<file path="src/verilog/ptd_regs.svh">
/*
 pulse train decoder constants: channel count, counter states, default timer counts.
 assumes a 20 MHz system clock.
*/
`ifndef PTD_REGS_SVH
`define PTD_REGS_SVH
`define PTD_NUM_CH       7
`define PTD_CNT_W        3
`define PTD_TMR_W        20
`define PTD_CLK_NS       50
`define PTD_MIN_PULSE_NS 500000
`define PTD_SYNC_NS      6000000
`define PTD_MIN_PULSE_CYC ((`PTD_MIN_PULSE_NS + `PTD_CLK_NS - 1) / `PTD_CLK_NS)
`define PTD_SYNC_CYC      ((`PTD_SYNC_NS + `PTD_CLK_NS - 1) / `PTD_CLK_NS)
`define PTD_STATE_IDLE   3'h0
`define PTD_STATE_FULL   3'h7
`endif
</file>
<file path="src/verilog/ptd_pkg.sv">
/*
 types for the pulse train decoder.
 assumes ptd_regs.svh is on the include path.
*/
`default_nettype none
`include "ptd_regs.svh"
package ptd_pkg;
	typedef struct packed {
		logic [`PTD_TMR_W-1:0] minPulseCycles;
		logic [`PTD_TMR_W-1:0] syncCycles;
		logic                  fallingEdge;
	} ptd_cfg_t;
	typedef logic [`PTD_NUM_CH-1:0] ptd_chan_t;
endpackage : ptd_pkg
`default_nettype wire

</file>
<file path="src/verilog/ptd_decoder.sv">
/*
 serial pulse train to parallel channel decoder with blanking and sync separation.
 assumes a single 20 MHz clock, synchronous input and a static configuration.
*/
`timescale 1ns/1ps
`default_nettype none
`include "ptd_regs.svh"
module ptd_decoder
	import ptd_pkg::*;
(
	input  wire logic     clk,
	input  wire logic     rst,
	input  wire ptd_cfg_t cfg,
	input  wire logic     pulseIn,
	output var  ptd_chan_t chanOut,
	output var  logic     syncPause,
	output var  logic     frameFull
);
	logic                  inPrev;
	logic                  pulseLatch;
	logic [`PTD_TMR_W-1:0] minTimer;
	logic [`PTD_TMR_W-1:0] syncTimer;
	logic [`PTD_CNT_W-1:0] count;

	wire  rawEdge         = cfg.fallingEdge ? (inPrev & ~pulseIn) : (~inPrev & pulseIn);
	wire  syncExpired     = (syncTimer >= cfg.syncCycles) & ~pulseLatch;
	wire  frame_full_gate = (count == `PTD_STATE_FULL) & ~syncExpired;
	wire  input_gate      = rawEdge & ~pulseLatch & ~frame_full_gate;
	wire  [`PTD_TMR_W-1:0] minTimerInc = minTimer + 20'h00001;
	wire  minDone         = pulseLatch & (minTimerInc >= cfg.minPulseCycles);

	// an edge in the very cycle the pause is seen opens a new frame, so count from idle
	wire  [`PTD_CNT_W-1:0] countBase  = syncExpired ? `PTD_STATE_IDLE : count;
	wire  [`PTD_CNT_W-1:0] next_count = input_gate ? countBase + 3'h1 : countBase;
	wire  ptd_chan_t       next_chanOut;
	wire  next_syncPause  = syncExpired & ~input_gate;
	wire  next_frameFull  = (next_count == `PTD_STATE_FULL);

	always_ff @(posedge clk) begin
		if (rst)
			inPrev <= 1'b0;
		else
			inPrev <= pulseIn;
	end

	// pulse latch and minimum pulse timer
	always_ff @(posedge clk) begin
		if (rst) begin
			pulseLatch <= 1'b0;
			minTimer   <= '0;
		end else if (input_gate) begin
			pulseLatch <= 1'b1;
			minTimer   <= '0;
		end else if (minDone) begin
			pulseLatch <= 1'b0;
			minTimer   <= '0;
		end else if (pulseLatch) begin
			minTimer   <= minTimer + 20'h00001;
		end
	end

	// sync timer: held clear while latch set, saturates after the interval
	always_ff @(posedge clk) begin
		if (rst || pulseLatch || input_gate)
			syncTimer <= '0;
		else if (!syncExpired)
			syncTimer <= syncTimer + 20'h00001;
	end

	// counter-decoder
	always_ff @(posedge clk) begin
		if (rst)
			count <= `PTD_STATE_IDLE;
		else
			count <= next_count;
	end

	genvar gi;
	generate
		for (gi = 0; gi < `PTD_NUM_CH; gi++) begin : g_chan
			assign next_chanOut[gi] = (next_count == 3'(gi + 1));
		end
	endgenerate

	always_ff @(posedge clk) begin
		if (rst)
			chanOut <= '0;
		else
			chanOut <= next_chanOut;
	end

	always_ff @(posedge clk) begin
		if (rst) begin
			syncPause <= 1'b0;
			frameFull <= 1'b0;
		end else begin
			syncPause <= next_syncPause;
			frameFull <= next_frameFull;
		end
	end

	// edge gate and blanking
	a_full_blocks: assert property (@(posedge clk) disable iff (rst)
		(count == `PTD_STATE_FULL && !syncExpired) |-> !input_gate)
		else $error("edge accepted in full frame state");

	a_latch_blank: assert property (@(posedge clk) disable iff (rst)
		pulseLatch |-> !input_gate)
		else $error("edge accepted during blanking");

	a_edge_advance: assert property (@(posedge clk) disable iff (rst)
		(input_gate && !syncExpired) |=> (count == $past(count) + 3'h1) && pulseLatch)
		else $error("accepted edge did not advance counter");

	a_min_width: assert property (@(posedge clk) disable iff (rst)
		(input_gate && cfg.minPulseCycles == 20'h00003) |=> pulseLatch[*3] ##1 !pulseLatch)
		else $error("minimum pulse width wrong");

	a_edge_sets_latch: assert property (@(posedge clk) disable iff (rst)
		input_gate |=> pulseLatch && minTimer == '0)
		else $error("accepted edge did not start the minimum pulse");

	a_timer_idle: assert property (@(posedge clk) disable iff (rst)
		!pulseLatch |-> minTimer == '0)
		else $error("minimum pulse timer running with latch clear");

	a_blank_timer: assert property (@(posedge clk) disable iff (rst)
		(pulseLatch && cfg.minPulseCycles != 20'h00000) |-> minTimer < cfg.minPulseCycles)
		else $error("minimum pulse timer ran past its interval");

	a_latch_release: assert property (@(posedge clk) disable iff (rst)
		minDone |=> !pulseLatch)
		else $error("latch not released at end of minimum pulse");

	a_edge_polarity: assert property (@(posedge clk) disable iff (rst)
		input_gate |-> (cfg.fallingEdge ? !pulseIn : pulseIn))
		else $error("edge of the wrong polarity accepted");

	// counter and channel outputs
	a_pause_idle: assert property (@(posedge clk) disable iff (rst)
		(syncExpired && !input_gate) |=> count == `PTD_STATE_IDLE)
		else $error("pause did not idle counter");

	a_first_chan: assert property (@(posedge clk) disable iff (rst)
		(input_gate && syncExpired) |=> count == 3'h1 && chanOut == 7'h01)
		else $error("edge at pause did not open a new frame");

	a_pause_counter: assert property (@(posedge clk) disable iff (rst)
		syncPause |-> count == `PTD_STATE_IDLE && chanOut == '0)
		else $error("pause flagged with counter not idle");

	a_short_reset: assert property (@(posedge clk) disable iff (rst)
		(syncExpired && !input_gate && count != `PTD_STATE_FULL) |=> count == `PTD_STATE_IDLE && chanOut == '0)
		else $error("short frame not reset at sync expiry");

	a_full_holds: assert property (@(posedge clk) disable iff (rst)
		(count == `PTD_STATE_FULL && !syncExpired) |=> count == `PTD_STATE_FULL)
		else $error("full frame state left before sync expiry");

	a_full_flag: assert property (@(posedge clk) disable iff (rst)
		frameFull == (count == `PTD_STATE_FULL))
		else $error("full frame flag disagrees with counter");

	a_no_wrap: assert property (@(posedge clk) disable iff (rst)
		(count == `PTD_STATE_FULL) |=> count == `PTD_STATE_FULL || count == `PTD_STATE_IDLE || count == 3'h1)
		else $error("counter wrapped past the last channel");

	a_full_stable: assert property (@(posedge clk) disable iff (rst)
		(frame_full_gate && rawEdge) |=> $stable(chanOut))
		else $error("blocked edge changed the channel outputs");

	a_chan_onehot: assert property (@(posedge clk) disable iff (rst)
		$onehot0(chanOut))
		else $error("more than one channel output high");

	a_chan_state: assert property (@(posedge clk) disable iff (rst)
		(count != `PTD_STATE_IDLE) |-> chanOut[count - 3'h1])
		else $error("selected channel output low");

	a_idle_low: assert property (@(posedge clk) disable iff (rst)
		(count == `PTD_STATE_IDLE) |-> chanOut == '0)
		else $error("channel output high in idle state");

	a_no_pulse_low: assert property (@(posedge clk) disable iff (rst)
		(syncExpired && !input_gate)[*2] |-> chanOut == '0)
		else $error("outputs high without pulses");

	// sync separator and reset
	a_sync_clear: assert property (@(posedge clk) disable iff (rst)
		pulseLatch |=> syncTimer == '0)
		else $error("sync timer not cleared by latch");

	a_sync_count: assert property (@(posedge clk) disable iff (rst)
		(!pulseLatch && !input_gate && !syncExpired) |=> syncTimer == $past(syncTimer) + 20'h00001)
		else $error("sync timer not timing after latch clear");

	a_sync_bound: assert property (@(posedge clk) disable iff (rst)
		syncTimer <= cfg.syncCycles)
		else $error("sync timer ran past its interval");

	a_pause_flag: assert property (@(posedge clk) disable iff (rst)
		(syncExpired && !input_gate) |=> syncPause)
		else $error("expired sync interval not flagged");

	a_pause_quiet: assert property (@(posedge clk) disable iff (rst)
		pulseLatch |=> !syncPause)
		else $error("pause flagged during channel spacing");

	a_reset_clear: assert property (@(posedge clk)
		rst |=> count == `PTD_STATE_IDLE && chanOut == '0 && syncTimer == '0
			&& !pulseLatch && !syncPause && !frameFull)
		else $error("reset did not clear state");
endmodule : ptd_decoder
`default_nettype wire

</file>
<file path="config.mk">
export PLATFORM = sky130hd
export DESIGN_NAME = ptd_decoder
export DESIGN_NICKNAME = d
export VERILOG_FILES = /design/src/verilog/ptd_pkg.sv /design/src/verilog/ptd_decoder.sv
export VERILOG_INCLUDE_DIRS = /design/src /design/src/verilog
export SDC_FILE = /design/constraint.sdc
export NUM_CORES = 1
export LEC_CHECK = 0
export ABC_CLOCK_PERIOD_IN_PS = 4050
export BUFFER_PORTS_ARGS = -buffer_cell sky130_fd_sc_hd__buf_4
export CAP_MARGIN = 20
export CORE_ASPECT_RATIO = 1.2
export CORE_MARGIN = 2
export CORE_UTILIZATION = 45
export CTS_CLUSTER_DIAMETER = 150
export DETAILED_ROUTE_END_ITERATION = 6
export GPL_ROUTABILITY_DRIVEN = 0
export PLACE_DENSITY = 0.64
export SYNTH_ARGS = -nofsm -noshare
export SYNTH_HDL_FRONTEND = slang
export SYNTH_SLANG_ARGS = --single-unit
</file>
<file path="constraint.sdc">
create_clock -name clk -period 4.05 [get_ports clk]
set_clock_uncertainty 0.15 [all_clocks]
set_input_delay 0.405 -clock clk [delete_from_list [all_inputs] [get_ports clk]]
set_output_delay 0.405 -clock clk [all_outputs]
set_load 0.05 [all_outputs]
</file>
==> results of run 1 <==
==> path summary, 6_finish.rpt <==
path                            cells past startpoint                         end                        from  slack, ns
worst max-delay path                               15   minTimer[14]$_SDFFE_PP0P_    minTimer[0]$_SDFFE_PP0P_       0.40
worst min-delay path                                2           inPrev$_SDFF_PP0_                         rst       0.17
worst max register to register                     15   minTimer[14]$_SDFFE_PP0P_    minTimer[0]$_SDFFE_PP0P_       0.40
worst min register to register                      2  syncTimer[16]$_SDFFE_PP0N_  syncTimer[16]$_SDFFE_PP0N_       0.37
==> Yosys cell counts, types with 2 or more instances <==
cell        n
nor3_1     11
a21o_1      4
a21oi_1    16
nand4_1    11
a31oi_1     2
nand4b_1    2
buf_2       5
clkbuf_1    5
dfxtp_1    53
o21ai_0    11
xor2_1     27
xnor2_1    26
nand2_1    36
nand3_1    16
nor2_1     63
mux2i_1     2
nor3b_1     3
or2_2       2
and2_1      5
inv_1      43
nand2b_1    2
and3_1     11
nor2b_1     9
o2bb2ai_1   2
ha_1       43
nor4_1      6
or3_1       3
==> power breakdown <==
group          internal, mW  total (mW)  switching, mW
logic                0.0657       0.136         0.0705
clock network         0.185       0.370          0.185
registers             0.530       0.545         0.0150
total                 0.782        1.05          0.270
==> stage by stage <==
step / hold WS [ns] / total power [mW] / utilization (%) / std cells / instance area (µm²)
finish: 0.168 / 1.05 / 54.1 / 586 / 4170
floorplan: 0.325 / 0.636 / - / 444 / 3600
global placement: 0.343 / 0.691 / 52.5 / 578 / 4050
global route: 0.162 / 1.10 / 54.1 / 586 / 4170
detailed placement: 0.354 / 0.695 / 52.5 / 578 / 4050
CTS: 0.160 / 1.06 / 54.0 / 586 / 4160
==> flip-flops by register name, summed over array words and instances (netlist names) <==
register / cells
chanOut: 7
count: 3
inPrev: 1
minTimer: 20
pulseLatch: 1
syncPause: 1
syncTimer: 20
==> final cells by class <==
cell class,count,area share (%)
Clock inverter,3,1.11
Inverter,43,3.87
Clock buffer,5,1.65
Sequential cell,53,25.4
Tap cell,92,2.76
Multi-Input combinational cell,335,55.3
Timing Repair Buffer,55,9.90
==> routing by layer <==
metal  track usage [%]  wire (µm)  vias to the layer above
met5                 0          0                        -
met4              6.11        124                        0
met3              2.50        238                       11
met2              35.2       3900                       51
met1              19.7       3240                     1405
li1                  -          -                     1599
==> kinds of logic (layout without fill, tap and decap cells) <==
kind of cell | count (synthesis) | count (layout) | synth area share [%]
AO/OA/AOI/OAI | 50 | 50 | 9.32
buffers and inverters | 56 | 106 | 6.64
AND/OR/NAND/NOR | 186 | 186 | 25.8
multiplexers | 3 | 3 | 0.870
flip-flops | 53 | 53 | 29.5
adder cells (fa/ha/maj) | 43 | 43 | 15.0
XOR/XNOR | 53 | 53 | 12.9
==> flow_summary.json, run 1 <==
{
  "row_count": 35,
  "floorplan.initialDensity_pct": 46.7,
  "htreeDepth": 2,
  "dieHeight_um": 102,
  "grt.overflow.total": 0,
  "grt_pass1_wl_um": 12900,
  "maxSlewViolCount": 0,
  "io_buffers": 52,
  "multi_input_area_um2": 2300,
  "fin_tns_setup_ns": 0,
  "wirelength_um": 7510,
  "mappedNetlistNets": 531,
  "pre_cts_slack_ns": 0.387,
  "grt_usage_pct": 18.0,
  "drtAntennaViolNets": 0,
  "synth.distinct_cells": 52,
  "max_freq_ghz": 0.274,
  "slowest_delay_ns": 0.45,
  "cp-end-kind": "flop",
  "wire_per_inst_um": 12.8,
  "crit_fanout": 19,
  "hpwl_um": 5860,
  "layout_setup_ws_ns": 0.395,
  "hold_class": "primary input to flop",
  "synth_edf_count": 0,
  "final_nets": 580,
  "min_period_ns": 3.65,
  "arrival_ns": 3.75,
  "p_per_area_nw_per_um2": 252,
  "yosys_most_used_dff": "dfxtp_1",
  "worstPathBufferInverterCount": 1,
  "syn-cell-area_um2": 3600,
  "cts_hold_buf": 0,
  "yosys_warnings": 0,
  "drt_pass1_iterations": 4,
  "start_kind": "flop",
  "tightestPinTransition_ns": 0.887,
  "period_share_pct": 90.2,
  "path_cells": "ha_1 -> nand3_2 -> nor4_2 -> and3_1 -> and3_1 -> nand3_1 -> xnor2_1 -> ha_1 -> a21o_1 -> a21oi_1 -> nor2b_1 -> a31oi_1 -> nand4_2 -> buf_4 -> nor2_1",
  "syn-mean-instance-area_um2": 8.10,
  "vias": 3066,
  "die_w_um": 85.6,
  "antenna_found_initial": 0,
  "drv_cap": 0,
  "crit_type": "flop to flop",
  "hold_viol": 0,
  "final_common_cell": "nor2_1",
  "clk_pin_slew_ns": 0.10,
  "num_io_pins": 53,
  "nFillCells": 752,
  "cts.sinks": 53,
  "ys_top_cells_by_area": "dfxtp_1 29%, ha_1 15%, nor2_1 6.6%, xor2_1 6.6%, xnor2_1 6.3%",
  "seq_area_um2": 1060,
  "grt_start_max_net_pins": 27,
  "drt_iter0_markers": 81,
  "clock_path_buffers": 2,
  "setup_viol": 0,
  "synth_top_area_share_pct": 29.5,
  "route.detailed.drc": 0,
  "cts_buffers": 5,
  "final_cell_mix": "63 x nor2_1, 55 x buf_4, 53 x dfxtp_1",
  "ir_drop_v": 0.000193,
  "ys_async_sr_fraction_pct": 0,
  "area_delta_synth_final_pct": 15.9,
  "core_um2": 7710,
  "cp_top_family": "simple AND/OR/NAND/NOR gates",
  "cts_tree": "yes",
  "drive_above_1_share_pct": 15.0,
  "power.leakage_nw": 1.93,
  "yosysTopAreaCell": "dfxtp_1",
  "routed_via_density": 5.23,
  "cts-root-buf": "clkbuf_8",
  "grt_setup_unrepaired": "no",
  "diodes": 0,
  "grt_pass1_vias": 3077,
  "dieArea_um2": 8730,
  "synth-seq-cells": 53,
  "outcome": "completed",
  "crit_required_ns": 4.14,
  "relSlewSlack_pct": 40.8,
  "cts_resized": 0,
  "seq_area_frac_synth_pct": 29.5,
  "cts_setup_buffers": 0,
  "clock_latency_ns": 0.30,
  "crit_slowest_cell": "dfxtp_1",
  "syn_inst": 444
}
Note: power is estimated with default switching activity, not from simulation.
==> inputs of run 2 (changes only) <==
Settings changed: CTS_BUF_LIST set to sky130_fd_sc_hd__clkbuf_16, RECOVER_POWER set to 100.
==> flow_summary.json, run 2 (synthesis results as in run 1) <==
{
  "cts_hold_buf": 0,
  "clk_pin_slew_ns": 0.07,
  "crit_slowest_cell": "o41ai_1",
  "rr_endpoint": "minTimer[14]$_SDFFE_PP0P_",
  "maxSlewViolCount": 0,
  "nFillCells": 755,
  "reg2reg_depth": 13,
  "grt_start_max_net_pins": 27,
  "cts_tree": "yes",
  "fin_area_um2": 4170,
  "reg_top3": "minTimer: 20 flops, syncTimer: 20 flops, chanOut: 7 flops",
  "drv_cap": 0,
  "final_util_pct": 54.1,
  "cp-end-kind": "flop",
  "cts_setup_buffers": 0,
  "dp.cells": 578,
  "relSlewSlack_pct": 30.8,
  "path_cells": "ha_1 -> nand3_2 -> nor3_1 -> xor2_1 -> ha_1 -> nand3_1 -> nor2_1 -> a2111oi_0 -> nor2_1 -> o41ai_1 -> nand4_2 -> buf_4 -> nor2_1",
  "route.detailed.drc": 0,
  "dieArea_um2": 8730,
  "wirelength_um": 7520,
  "tightestPinTransition_ns": 1.04,
  "grt_pass1_vias": 3080,
  "grt.overflow.total": 0,
  "core_um2": 7710,
  "whs_path_depth": 2,
  "crit_fanout": 19,
  "cts.sinks": 53,
  "htreeDepth": 2,
  "setup_viol": 0,
  "arrival_ns": 3.72,
  "drt_iter0_markers": 68,
  "drtAntennaViolNets": 0,
  "fin_tns_setup_ns": 0,
  "min_period_ns": 3.65,
  "crit_type": "flop to flop",
  "layout_setup_ws_ns": 0.403,
  "floorplan.initialDensity_pct": 46.7,
  "hold_class": "primary input to flop",
  "diodes": 0,
  "instances_no_fill": 586,
  "area_delta_synth_final_pct": 16.0,
  "outcome": "completed",
  "dieHeight_um": 102,
  "final_common_cell": "nor2_1",
  "cts-root-buf": "clkbuf_16",
  "dpl_cell_area_um2": 4050,
  "clock_path_buffers": 2,
  "max_freq_ghz": 0.274,
  "crit_top_cell": "nor2_1",
  "p_per_area_nw_per_um2": 280,
  "clock_latency_ns": 0.29,
  "timing.rr.start": "minTimer[0]$_SDFFE_PP0P_",
  "wire_per_inst_um": 12.8,
  "final_nets": 580,
  "pre_cts_slack_ns": 0.387,
  "cts_buffers": 5,
  "vias": 3061,
  "crit_required_ns": 4.12,
  "io_buffers": 52,
  "drive_above_1_share_pct": 12.3,
  "final_cell_mix": "63 x nor2_1, 53 x dfxtp_1, 44 x buf_4",
  "drt_pass1_iterations": 4,
  "period_share_pct": 90.1,
  "hold_viol": 0,
  "row_count": 35,
  "power.leakage_nw": 1.91,
  "hpwl_um": 5860,
  "antenna_found_initial": 0,
  "grt_usage_pct": 17.9,
  "min_from": "rst",
  "num_io_pins": 53,
  "grt_pass1_wl_um": 12800,
  "die_w_um": 85.6,
  "routed_via_density": 5.22,
  "ir_drop_v": 0.000232,
  "start_kind": "flop",
  "slowest_delay_ns": 0.47,
  "holdPathEnd": "count[0]$_SDFF_PP0_",
  "worst-r2r-setup-slack_ns": 0.40
}
[run 2: worst max path at each step]
stage	start	end
5_1_grt	minTimer[0]$_SDFFE_PP0P_	minTimer[16]$_SDFFE_PP0P_
3_5_place_dp	minTimer[0]$_SDFFE_PP0P_	minTimer[14]$_SDFFE_PP0P_
3_3_place_gp	minTimer[0]$_SDFFE_PP0P_	minTimer[4]$_SDFFE_PP0P_
2_1_floorplan	minTimer[0]$_SDFFE_PP0P_	minTimer[10]$_SDFFE_PP0P_
4_1_cts	minTimer[0]$_SDFFE_PP0P_	minTimer[14]$_SDFFE_PP0P_
6_report	minTimer[0]$_SDFFE_PP0P_	minTimer[14]$_SDFFE_PP0P_
[run 2: critical path: cells and delay by family, from the launching register on]
kind            cells  cell delay, ns
flops               1            0.44
xor+xnor            1            0.21
compound gates      2            0.92
fa+ha+maj           2            0.57
buf+inv             1            0.23
simple gates        7            1.05
[run 2: where the power goes]
group	switching, mW	total [mW]	leakage, nW	internal [mW]
sequential	0.0151	0.545	0.428	0.530
clock	0.197	0.490	0.0800	0.293
combinational	0.0699	0.133	1.40	0.0633
[run 2: layer usage]
metal,vias up,global-route usage (%),part of all wire (%)
met2,42,35.0,52
met5,-,0,0
met1,1407,19.7,44
met4,0,5.74,1.6
met3,11,2.75,2.7
li1,1601,-,-
[run 2: metrics by stage]
step | power (mW) | hold slack (ns)
detailed placement | 0.695 | 0.354
CTS | 1.18 | 0.189
finish | 1.17 | 0.192
floorplan | 0.636 | 0.325
global placement | 0.691 | 0.343
global route | 1.22 | 0.190
[run 2: layout make-up]
class                      instances  area (µm²)  share of cell area (%)
sequential                        53        1060                    25.4
clock buffer                       5         125                    3.00
clock inverter                     3        46.3                    1.11
inverter                          43         161                    3.87
timing repair buffer              55         372                    8.91
multi-input combinational        335        2290                    54.9
tap                               92         115                    2.76
[run 2: timing repair]
item | in CTS | in global routing
hold endpoints to repair | 0 | 0
endpoints found under the setup margin | 0 | 12
resized for setup | 0 | 1
==> inputs of run 3 (changes only) <==
Settings changed: REMOVE_ABC_BUFFERS set to 1.
==> flow_summary.json, run 3 (synthesis results as in run 1) <==
{
  "outcome": "completed",
  "grt_usage_pct": 17.8,
  "setup_viol": 0,
  "drt_pass1_iterations": 4,
  "clk_pin_slew_ns": 0.06,
  "wire_per_inst_um": 12.5,
  "antenna_found_initial": 0,
  "maxSlewViolCount": 0,
  "dieHeight_um": 102,
  "grt_pass1_wl_um": 12700,
  "hpwl_um": 5670,
  "clock_path_buffers": 2,
  "start_kind": "flop",
  "multi_input_area_um2": 2290,
  "cts_tree": "yes",
  "grt_setup_unrepaired": "no",
  "io_buffers": 52,
  "tightestPinTransition_ns": 0.706,
  "core_um2": 7710,
  "max_freq_ghz": 0.275,
  "ir_drop_v": 0.000216,
  "timing.rr.start": "minTimer[0]$_SDFFE_PP0P_",
  "slowest_delay_ns": 0.44,
  "hold_viol": 0,
  "diodes": 0,
  "crit_type": "flop to flop",
  "reg_top3": "minTimer: 20 flops, syncTimer: 20 flops, chanOut: 7 flops",
  "power.leakage_nw": 1.93,
  "wirelength_um": 7310,
  "num_io_pins": 53,
  "cp-end-kind": "flop",
  "clock_latency_ns": 0.29,
  "row_count": 35,
  "grt_start_max_net_pins": 25,
  "nFillCells": 767,
  "grt.overflow.total": 0,
  "cts_hold_buf": 0,
  "grt_pass1_vias": 2924,
  "cts-root-buf": "clkbuf_16",
  "final_nets": 581,
  "final_util_pct": 54.5,
  "route.detailed.drc": 0,
  "dieArea_um2": 8730,
  "crit_slowest_cell": "dfxtp_1",
  "drv_cap": 0,
  "die_w_um": 85.6,
  "drive_above_1_share_pct": 12.3,
  "routed_via_density": 5.24,
  "seq_area_um2": 1060,
  "final_cell_mix": "63 x nor2_1, 53 x dfxtp_1, 46 x buf_4",
  "drtAntennaViolNets": 0,
  "min_period_ns": 3.63,
  "drt_iter0_markers": 88,
  "htreeDepth": 2,
  "instances_no_fill": 587,
  "cts_setup_buffers": 0,
  "cp-startpoint": "minTimer[0]$_SDFFE_PP0P_",
  "cts.sinks": 53,
  "crit_required_ns": 4.13,
  "final_common_cell": "nor2_1",
  "path_cells": "ha_1 -> nand3_2 -> nor4_2 -> and3_1 -> and3_1 -> nand3_1 -> xnor2_1 -> ha_1 -> a21o_1 -> a21oi_1 -> nor2b_1 -> a31oi_1 -> nand4_2 -> buf_4 -> nor2_1",
  "cts_buffers": 5,
  "dp.cells": 579,
  "crit_fanout": 19,
  "relSlewSlack_pct": 52.6,
  "area_delta_synth_final_pct": 16.8,
  "floorplan.initialDensity_pct": 46.7,
  "vias": 3075,
  "fin_tns_setup_ns": 0,
  "p_per_area_nw_per_um2": 291,
  "min_from": "pulseIn",
  "arrival_ns": 3.71,
  "hold_class": "primary input to flop",
  "period_share_pct": 89.8
}
-- run 3: cell types whose count changed in the layout (fill, tap and decap cells not counted) --
cell	previous run	this run
a31o_1	0	1
buf_4	44	46
mux2_2	1	0
clkinvlp_4	1	0
clkinv_2	0	1
clkbuf_1	11	10
a31o_2	1	0
mux2_1	0	1
bufinv_16	1	2
clkinv_4	1	0
-- run 3: cell type report --
class	instances	area share, %
Tap cell	92	2.74
Clock inverter	3	1.55
Sequential cell	53	25.2
Timing Repair Buffer	56	9.11
Multi-Input combinational cell	335	54.5
Clock buffer	5	2.98
Inverter	43	3.84
-- run 3: final timing paths --
| check | cells after the start | slack [ns] | to |
|---|---|---|---|
| worst max-delay path | 15 | 0.42 | minTimer[11]$_SDFFE_PP0P_ |
| worst min-delay path | 2 | 0.20 | inPrev$_SDFF_PP0_ |
| worst max register to register | 15 | 0.42 | minTimer[11]$_SDFFE_PP0P_ |
| worst min register to register | 2 | 0.36 | syncTimer[16]$_SDFFE_PP0N_ |
-- run 3: critical path: cells and delay by family, from the launching register on --
| family | cells | cell delay, ns |
|---|---|---|
| AND/OR/NAND/NOR | 8 | 1.47 |
| adder cells (fa/ha/maj) | 2 | 0.59 |
| XOR/XNOR | 1 | 0.15 |
| AO/OA/AOI/OAI | 3 | 0.56 |
| flip-flops | 1 | 0.44 |
| buffers and inverters | 1 | 0.22 |
-- run 3: per-layer routing --
metal	wire (µm)	GRT usage, %	up-vias
met5	0	0	-
met4	94	5.49	0
met3	233	2.83	10
met2	3530	32.0	48
met1	3460	22.0	1411
li1	-	-	1606
-- run 3: timing repair --
item | in CTS | in global routing
hold endpoints to repair | 0 | 0
resized for setup | 0 | 1
setup endpoints to repair | 0 | 11
-- run 3: through the flow --
step / setup slack, ns / area (µm²) / hold WS, ns / total power, mW
detailed placement: 0.342 / 4060 / 0.355 / 0.696
global placement: 0.500 / 4060 / 0.348 / 0.690
floorplan: 0.537 / 3520 / 0.325 / 0.632
finish: 0.415 / 4200 / 0.201 / 1.22
global route: 0.0596 / 4200 / 0.243 / 1.27
CTS: 0.314 / 4250 / 0.184 / 1.24
-- run 3: power breakdown --
| group | total, mW | switching [mW] | internal (mW) | leakage, nW |
|---|---|---|---|---|
| combinational | 0.141 | 0.0764 | 0.0643 | 1.41 |
| clock | 0.545 | 0.192 | 0.353 | 0.0938 |
| sequential | 0.539 | 0.00828 | 0.531 | 0.428 |
| total | 1.22 | 0.276 | 0.948 | 1.93 |
